**src/rtl/line_xcvr_pkg.sv**
```systemverilog
package line_xcvr_pkg;

  localparam int unsigned CLK_HZ = 40_000_000;

  // wake delay after leaving shutdown, typical
  localparam int unsigned WAKE_DELAY_NS = 30_000;
  localparam int unsigned WAKE_DELAY_CYC = (WAKE_DELAY_NS * (CLK_HZ / 1_000_000) + 999) / 1000;

  // inactivity window before automatic shutdown
  localparam int unsigned IDLE_SECONDS = 30;
  localparam longint unsigned IDLE_CYC = longint'(IDLE_SECONDS) * longint'(CLK_HZ);

  localparam int unsigned WAKE_CNT_W = 11;
  localparam int unsigned IDLE_CNT_W = 31;

  localparam logic [1:0] SYNC_RESET = 2'h0;

  typedef enum logic [2:0] {
    ST_OFF  = 3'h1,
    ST_WAKE = 3'h2,
    ST_ON   = 3'h4
  } pwr_state_type;

  // line driver outputs of one channel pair
  typedef struct packed {
    logic [1:0] data;
    logic [1:0] oe;
  } drv_bus_type;

  // status seen by local logic
  typedef struct packed {
    logic ready;
    logic level_present;
    logic pumps_on;
    logic shut_down;
  } status_type;

endpackage

```
**src/rtl/line_transceiver_shutdown_ctrl.sv**
```systemverilog
`timescale 1ns/100ps
module line_transceiver_shutdown_ctrl #(
  parameter int unsigned CHANNELS = 2,
  parameter longint unsigned IDLE_CYCLES = line_xcvr_pkg::IDLE_CYC,
  parameter bit AUTO_VARIANT = 1'b1
) (
  input wire logic clock_i,
  input wire logic arst_n_i,
  input wire logic tx_power_down_n_i,
  input wire logic rx_drive_gate_n_i,
  input wire logic hold_awake_i,
  input wire logic hold_asleep_n_i,
  input wire logic [CHANNELS-1:0] tx_logic_in_i,
  input wire logic [CHANNELS-1:0] rx_line_in_i,
  input wire logic [CHANNELS-1:0] rx_level_valid_i,
  input wire logic neg_rail_at_3v_i,
  input wire logic neg_rail_at_2v75_i,
  output logic [CHANNELS-1:0] tx_line_out_o,
  output logic [CHANNELS-1:0] tx_line_oe_o,
  output logic [CHANNELS-1:0] rx_logic_out_o,
  output logic [CHANNELS-1:0] rx_logic_oe_o,
  output logic pump_enable_o,
  output logic ready_o,
  output logic line_level_present_o,
  output line_xcvr_pkg::status_type status_o
);
  import line_xcvr_pkg::*;

  ////////////////////////////////////////////////////////////////////////////
  // input synchronisers
  logic [CHANNELS-1:0] tx_s1_q, tx_s2_q, tx_s3_q;
  logic [CHANNELS-1:0] rx_s1_q, rx_s2_q, rx_s3_q;
  logic [CHANNELS-1:0] lvl_s1_q, lvl_s2_q;
  logic [1:0] ctl_s1_q, ctl_s2_q;
  logic [1:0] ovr_s1_q, ovr_s2_q;
  logic [1:0] rail_s1_q, rail_s2_q;

  always_ff @(posedge clock_i or negedge arst_n_i) begin
    if (!arst_n_i) begin
      tx_s1_q <= '0;
      tx_s2_q <= '0;
      tx_s3_q <= '0;
      rx_s1_q <= '0;
      rx_s2_q <= '0;
      rx_s3_q <= '0;
      lvl_s1_q <= '0;
      lvl_s2_q <= '0;
      ctl_s1_q <= SYNC_RESET;
      ctl_s2_q <= SYNC_RESET;
      ovr_s1_q <= SYNC_RESET;
      ovr_s2_q <= SYNC_RESET;
      rail_s1_q <= SYNC_RESET;
      rail_s2_q <= SYNC_RESET;
    end else begin
      tx_s1_q <= tx_logic_in_i;
      tx_s2_q <= tx_s1_q;
      tx_s3_q <= tx_s2_q;
      rx_s1_q <= rx_line_in_i;
      rx_s2_q <= rx_s1_q;
      rx_s3_q <= rx_s2_q;
      lvl_s1_q <= rx_level_valid_i;
      lvl_s2_q <= lvl_s1_q;
      ctl_s1_q <= {tx_power_down_n_i, rx_drive_gate_n_i};
      ctl_s2_q <= ctl_s1_q;
      ovr_s1_q <= {hold_awake_i, hold_asleep_n_i};
      ovr_s2_q <= ovr_s1_q;
      rail_s1_q <= {neg_rail_at_3v_i, neg_rail_at_2v75_i};
      rail_s2_q <= rail_s1_q;
    end
  end

  wire pwr_down_n = ctl_s2_q[1];
  wire rx_gate_n = ctl_s2_q[0];
  wire awake_force = ovr_s2_q[1];
  wire asleep_n = ovr_s2_q[0];
  wire rail_3v = rail_s2_q[1];
  wire rail_2v75 = rail_s2_q[0];

  ////////////////////////////////////////////////////////////////////////////
  // edge detection per channel
  logic [CHANNELS-1:0] edge_vec;
  genvar g;
  generate
    for (g = 0; g < CHANNELS; g++) begin : g_edge
      assign edge_vec[g] = (tx_s2_q[g] ^ tx_s3_q[g]) | (rx_s2_q[g] ^ rx_s3_q[g]);
    end
  endgenerate
  wire any_edge = |edge_vec;

  ////////////////////////////////////////////////////////////////////////////
  // inactivity timer
  logic [IDLE_CNT_W-1:0] idle_cnt_q, idle_cnt_d;
  logic idle_exp_q, idle_exp_d;
  localparam logic [IDLE_CNT_W-1:0] IDLE_LAST = IDLE_CNT_W'(IDLE_CYCLES - 1);

  always_comb begin
    idle_cnt_d = idle_cnt_q;
    idle_exp_d = idle_exp_q;
    if (any_edge) begin
      idle_cnt_d = '0;
      idle_exp_d = 1'b0;
    end else if (idle_cnt_q == IDLE_LAST) begin
      idle_exp_d = 1'b1;
    end else begin
      idle_cnt_d = idle_cnt_q + 1'b1;
    end
  end

  always_ff @(posedge clock_i or negedge arst_n_i) begin
    if (!arst_n_i) begin
      idle_cnt_q <= '0;
      idle_exp_q <= 1'b0;
    end else begin
      idle_cnt_q <= idle_cnt_d;
      idle_exp_q <= idle_exp_d;
    end
  end

  ////////////////////////////////////////////////////////////////////////////
  // power decision
  wire want_on_auto = asleep_n & (awake_force | ~idle_exp_q);
  wire want_on = AUTO_VARIANT ? want_on_auto : pwr_down_n;

  pwr_state_type state_q, state_d;
  logic [WAKE_CNT_W-1:0] wake_cnt_q, wake_cnt_d;
  localparam logic [WAKE_CNT_W-1:0] WAKE_LAST = WAKE_CNT_W'(WAKE_DELAY_CYC - 1);

  always_comb begin
    state_d = state_q;
    wake_cnt_d = wake_cnt_q;
    unique case (state_q)
      ST_OFF: begin
        wake_cnt_d = '0;
        if (want_on) begin
          state_d = ST_WAKE;
        end
      end
      ST_WAKE: begin
        if (!want_on) begin
          state_d = ST_OFF;
        end else if (wake_cnt_q == WAKE_LAST && rail_3v) begin
          state_d = ST_ON;
        end else if (wake_cnt_q != WAKE_LAST) begin
          wake_cnt_d = wake_cnt_q + 1'b1;
        end
      end
      ST_ON: begin
        if (!want_on) begin
          state_d = ST_OFF;
        end
      end
      default: begin
        state_d = ST_OFF;
      end
    endcase
  end

  always_ff @(posedge clock_i or negedge arst_n_i) begin
    if (!arst_n_i) begin
      state_q <= ST_OFF;
      wake_cnt_q <= '0;
    end else begin
      state_q <= state_d;
      wake_cnt_q <= wake_cnt_d;
    end
  end

  ////////////////////////////////////////////////////////////////////////////
  // outputs
  wire pumps_on = (state_q != ST_OFF);
  wire drv_on = (state_q == ST_ON) & rail_3v;
  wire rx_on = AUTO_VARIANT ? 1'b1 : ~rx_gate_n;

  logic [CHANNELS-1:0] tx_out_q, rx_out_q, tx_oe_q, rx_oe_q;
  logic ready_q, lvl_q;

  always_ff @(posedge clock_i or negedge arst_n_i) begin
    if (!arst_n_i) begin
      tx_out_q <= '0;
      rx_out_q <= '0;
      tx_oe_q <= '0;
      rx_oe_q <= '0;
      ready_q <= 1'b0;
      lvl_q <= 1'b0;
    end else begin
      tx_out_q <= ~tx_s2_q;
      rx_out_q <= ~rx_s2_q;
      tx_oe_q <= {CHANNELS{drv_on}};
      rx_oe_q <= {CHANNELS{rx_on}};
      ready_q <= pumps_on & rail_2v75;
      lvl_q <= |lvl_s2_q;
    end
  end

  assign tx_line_out_o = tx_out_q;
  assign tx_line_oe_o = tx_oe_q;
  assign rx_logic_out_o = rx_out_q;
  assign rx_logic_oe_o = rx_oe_q;
  assign pump_enable_o = pumps_on;
  assign ready_o = ready_q;
  assign line_level_present_o = lvl_q;
  assign status_o = '{ready: ready_q, level_present: lvl_q, pumps_on: pumps_on, shut_down: ~pumps_on};

endmodule

```
**config.mk**
```make
export PLATFORM = sky130hd
export DESIGN_NAME = line_transceiver_shutdown_ctrl
export DESIGN_NICKNAME = d
export VERILOG_FILES = /design/src/rtl/line_xcvr_pkg.sv /design/src/rtl/line_transceiver_shutdown_ctrl.sv
export SDC_FILE = /design/constraint.sdc
export NUM_CORES = 1
export LEC_CHECK = 0
export BUFFER_PORTS_ARGS = -buffer_cell sky130_fd_sc_hd__buf_4
export CAP_MARGIN = 5
export CORE_UTILIZATION = 40
export DETAILED_ROUTE_END_ITERATION = 10
export GPL_TIMING_DRIVEN = 0
export PLACE_DENSITY_LB_ADDON = 0.08
export RECOVER_POWER = 100
export SETUP_SLACK_MARGIN = 0.1
export SLEW_MARGIN = 20
export SYNTH_ARGS = -nofsm -noshare
export SYNTH_HDL_FRONTEND = slang
export SYNTH_SLANG_ARGS = --single-unit
```
**constraint.sdc**
```tcl
create_clock -name clock_i -period 3.08 [get_ports clock_i]
set_clock_uncertainty 0.05 [all_clocks]
set_input_delay 0.462 -clock clock_i [delete_from_list [all_inputs] [get_ports clock_i]]
set_output_delay 0.462 -clock clock_i [all_outputs]
set_load 0.1 [all_outputs]
```
Word-level counts from Yosys, hierarchy flattened
Cells that the tools add are included.

Register bits after elaboration: 78. Latch bits: 0. Memory bits (writable): 0. Bits in read-only memories: 0. Output and inout port bits: 15. Memories kept: 0.

$add $sub $neg: 2. Multiply operators: 0. Div/mod/pow operators: 0. Order comparisons: 0. Equal/unequal tests: 14. Shift operators: 0. Mux-type cells: 13. Bitwise logic cells: 14. Reductions and logical operators: 7.

Operator list (count): 31-bit 2-to-1 mux (2); 11-bit 2-to-1 mux (3); 31-bit by 1-bit adder with 31-bit output (second input constant) (1); 31-bit == test (second input constant) (1); 11-bit one-hot mux with 2 select lines (1); 3-bit 2-to-1 mux (4); 2-bit inequality test (second input constant) (6); 11-bit by 1-bit adder with 11-bit output (second input constant) (1); 11-bit == test (second input constant) (1); 11-bit inequality test (second input constant) (1); 3-bit one-hot mux with 3 select lines (1); 2-bit NOT (2); 4-bit AND reduction (1); 2-bit nonzero test (2); 2-bit OR reduction (2); 1-bit XOR (4); 1-bit AND (3); 3-bit by 1-bit == test with 1-bit output (second input constant) (1); 3-bit by 2-bit == test with 1-bit output (second input constant) (1); 3-bit == test (second input constant) (1); 3-bit by 1-bit inequality test with 1-bit output (second input constant) (1); 3-bit inequality test (second input constant) (1); 1-bit bitwise OR (3); 3-bit AND reduction (1); 3 further kinds (5).

Depth between registers and ports, before layout
Depth after elaboration: 5. Gate-level depth with buffers: 7. Gate-level depth less buffers: 6.

Worst setup path before layout
Ideal clock, no wire load.

Path kind: reg-to-output. Start point: reg state_q[0]. End point: out status_o[0] (netlist bit). Arrival: 2.187 ns. Path slack: 0.381 ns. Stages on the path, launching flop included: 5. Path buffers: 1. Cell sequence: dfstp_2 > nor2b_1 > nand2b_1 > inv_1 > buf_4.

RTL lines: start: declaration (RTL line line_transceiver_shutdown_ctrl.sv:124) `pwr_state_type state_q, state_d;`; start signal: assignment (RTL line line_transceiver_shutdown_ctrl.sv:163) `state_q <= state_d;`; end: declaration (RTL line line_transceiver_shutdown_ctrl.sv:25) `output line_xcvr_pkg::status_type status_o`.

==> impl_metrics.env <==
export IMPL_numCtsBuffers=9
export IMPL_critPathKind="register to output pin"
export IMPL_layout_setup_ws_ns=0.259
export IMPL_drt_total_wl_mm=6.37
export IMPL_initial_core_util_pct=41.7
export IMPL_clk_pin_slew_ns=0.10
export IMPL_fin_hold_ws_ns=0.184
export IMPL_cts_htree_levels=3
export IMPL_highest_layer="met4"
export IMPL_die_w_um=95.0
export IMPL_insertedDiodeCount=0
export IMPL_die_y_um=95.0
export IMPL_rsz0062_at_grt="false"
export IMPL_die_area_um2=9020
export IMPL_tightestPinTransition_ns=1.23
export IMPL_outcome="finished, final reports clean"
export IMPL_via_count=2396
export IMPL_worstPathRequired_ns=2.57
export IMPL_grt_usage_pct=16.2
export IMPL_ant_nets=0
export IMPL_period_share_pct=91.6
export IMPL_grt_pass1_wl_mm=11.1
export IMPL_synthToLayoutAreaGrowth_pct=11.8
export IMPL_worstPathArrival_ns=2.31
export IMPL_fin_tns_setup_ns=0
export IMPL_grt_pass1_vias=2337
export IMPL_multiInputGateArea_um2=1300
export IMPL_ys_seq_area_share_pct=56.5
export IMPL_crit_path_start_kind="register"
export IMPL_rows=33
export IMPL_largest_reg_flops=31
export IMPL_crit_fanout=8
export IMPL_cp_cell_sequence="nor2b_1 -> nand2b_1 -> inv_1 -> buf_4 -> clkbuf_4"
export IMPL_final_core_util_pct=46.6
export IMPL_syn_area_um2=3460
export IMPL_clk_latency_ns=0.35
export IMPL_min_path_type="input pin to register"
export IMPL_async_flop_share_pct=100
export IMPL_fin_nets=368
export IMPL_endpoint_kind="output pin"
export IMPL_hpwl_mm=4.29
export IMPL_synth_fp_nets=329
export IMPL_wl_met3_um=165
export IMPL_vias_per_cell=5.19
export IMPL_cp_slowest_cell="dfstp_2"
export IMPL_fill_cells=804
export IMPL_drive_gt1_share_pct=12.0
export IMPL_cts_tree="done"
export IMPL_cpPeakStageDelay_ns=0.60
export IMPL_finalSetupViolations=0
export IMPL_cts_buffer_depth=2
export IMPL_initialDrtViolationCount=73
export IMPL_regArea_um2=1950
export IMPL_syn_area_per_cell_um2=11.0
export IMPL_netlist_instances=313
export IMPL_antenna_found_initial=0
export IMPL_ir_worst_vdd_mv=0.301
export IMPL_clock_fmax_mhz=354
export IMPL_synth_largest_area_cell="dfrtp_1"
export IMPL_cts_resized_gates=0
export IMPL_grt_ovfl_total=0
export IMPL_regMostFlops="idle_cnt_q"
export IMPL_clock_sinks=78
export IMPL_place_ws_ns=0.669
export IMPL_power_density_nw_per_um2=535
export IMPL_route_detailed_drc=0
export IMPL_finalCriticalPeriod_ns=2.82
export IMPL_finalHoldViolCount=0
export IMPL_met1_length_mm=3.28
export IMPL_synthTopCellsByArea="dfrtp_1, xnor2_1, nor2_1, xor2_1, nand3_1"
export IMPL_yosys_area_top_type_share_pct=55.7
export IMPL_wl_per_cell_um=13.8
export IMPL_synth_seq_cells=78
export IMPL_root_buffer="clkbuf_8"
export IMPL_gp_congestion=0.787
export IMPL_slew_headroom_pct=17.9
export IMPL_firstDrtPassIters=4
export IMPL_io_buffers=26
export IMPL_synth_edf_count=0
export IMPL_yosysUniqueCellTypes=52
export IMPL_wl_met2_mm=2.82
export IMPL_top_regs="idle_cnt_q: 31 flops, wake_cnt_q: 11 flops, state_q: 3 flops"
export IMPL_slew_viol_final=0
export IMPL_p_leak_nw=1.59
export IMPL_cp_top_family="simple AND/OR/NAND/NOR gates"
export IMPL_yosysWarnings=0
export IMPL_core_area_um2=8300
export IMPL_cap_violations=0
export IMPL_path_buf_inv=3
export IMPL_ios=29
export IMPL_synthFlopType="dfrtp_1"
export IMPL_grt_max_degree=79
kinds of logic after synthesis:
logic type	count (synthesis)	share of synthesized area, %
AND/OR/NAND/NOR	141	24.3
flip-flops	78	56.5
AO/OA/AOI/OAI	35	6.84
XOR/XNOR	28	7.09
buffers and inverters	26	3.83
adder cells (fa/ha/maj)	2	0.723
multiplexers	2	0.579
other	1	0.108
cells in the final DEF, fill, tap and decap left out, types with 2 or more instances in the layout:
master | netlist | routed
o31ai_1 | 5 | 5
xor2_1 | 10 | 10
nand3_1 | 15 | 16
nand3b_1 | 3 | 3
inv_1 | 11 | 11
nand2_1 | 16 | 16
nor4_1 | 7 | 13
and3_1 | 7 | 7
nor3_1 | 10 | 12
nor4b_1 | 2 | 4
nand4_1 | 11 | 11
buf_4 | 7 | 6
nor2_1 | 31 | 31
clkbuf_4 | 0 | 13
o211ai_1 | 5 | 5
ha_1 | 2 | 2
inv_8 | 0 | 4
o311ai_0 | 2 | 2
a211oi_1 | 2 | 2
inv_6 | 0 | 2
o21ai_0 | 7 | 7
xnor2_1 | 18 | 18
mux2i_1 | 2 | 2
a21oi_1 | 6 | 6
clkbuf_8 | 0 | 9
or4_1 | 3 | 3
a31oi_1 | 3 | 3
or3_1 | 7 | 7
dfrtp_1 | 77 | 77
clkbuf_1 | 6 | 20
nand2b_1 | 7 | 7
path summary, 6_finish.rpt:
check                                  from             to  slack (ns)  depth (start not counted)
hold / removal             tx_logic_in_i[0]     tx_s1_q[0]        0.18                          1
max in group asynchronous          arst_n_i  idle_cnt_q[9]        0.69                          3
setup / recovery                 state_q[0]    status_o[0]        0.26                          5
hold reg to reg                  tx_s1_q[1]     tx_s2_q[1]        0.30                          0
setup reg to reg             idle_cnt_q[21]  idle_cnt_q[1]        0.53                          7
min in group asynchronous          arst_n_i  wake_cnt_q[8]        0.83                          2
repair_timing:
| item | 4_1_cts | 5_1_grt |
|---|---|---|
| setup buffers | 0 | 0 |
| endpoints found under the hold margin | 0 | 22 |
| hold buffers | 0 | 1 |
worst reg2reg max path, delay by kind of cell (launching register included):
kind                   cells  cell delay, ns
buffers and inverters      2            0.64
and+or+nand+nor            4            1.15
muxes                      1            0.24
DFF                        1            0.37
power by group:
part | total (mW) | internal [mW] | leakage, nW | switching (mW)
Sequential | 1.07 | 1.05 | 1.01 | 0.0184
Combinational | 0.243 | 0.0515 | 0.475 | 0.192
Clock | 0.755 | 0.321 | 0.0981 | 0.434
Total | 2.07 | 1.42 | 1.59 | 0.644
cells in the mapped netlist (2+ instances only):
cell type,n
a21oi_1,6
clkbuf_1,6
or3_1,7
nor2_1,31
nor4b_2,2
inv_1,11
or4_1,3
mux2i_1,2
o31ai_1,5
o21ai_0,7
a211oi_1,2
ha_1,2
nor4_2,5
nand2b_1,7
a31oi_1,3
nor4_1,7
o211ai_1,5
nand2_1,16
and3_1,7
xor2_1,10
nor3_1,10
dfrtp_1,77
nand4_1,11
nand3_1,15
nor3_2,2
xnor2_1,18
nand3b_1,3
buf_4,7
nor4b_1,2
o311ai_0,2
layer usage:
layer,global-route usage (%),vias up
met5,0,-
met4,6.31,0
met3,4.11,9
met2,23.6,35
met1,23.0,1162
li1,-,1190
layout make-up:
class | count | area share (%)
sequential | 78 | 50.5
multi-input combinational | 209 | 33.6
timing repair buffer | 28 | 4.17
tap | 105 | 3.40
clock buffer | 9 | 3.20
buffer | 15 | 2.26
clock inverter | 7 | 1.81
inverter | 11 | 1.07
through the flow:
step | instances | instance area, µm² | power [mW]
after global placement | 444 | 3780 | 1.35
after CTS | 460 | 3980 | 2.11
after floorplan | 313 | 3460 | 1.27
after global routing | 462 | 3870 | 2.16
final | 462 | 3870 | 2.07
after detailed placement | 444 | 3780 | 1.35
No activity file was read; power rests on OpenSTA's default activity.
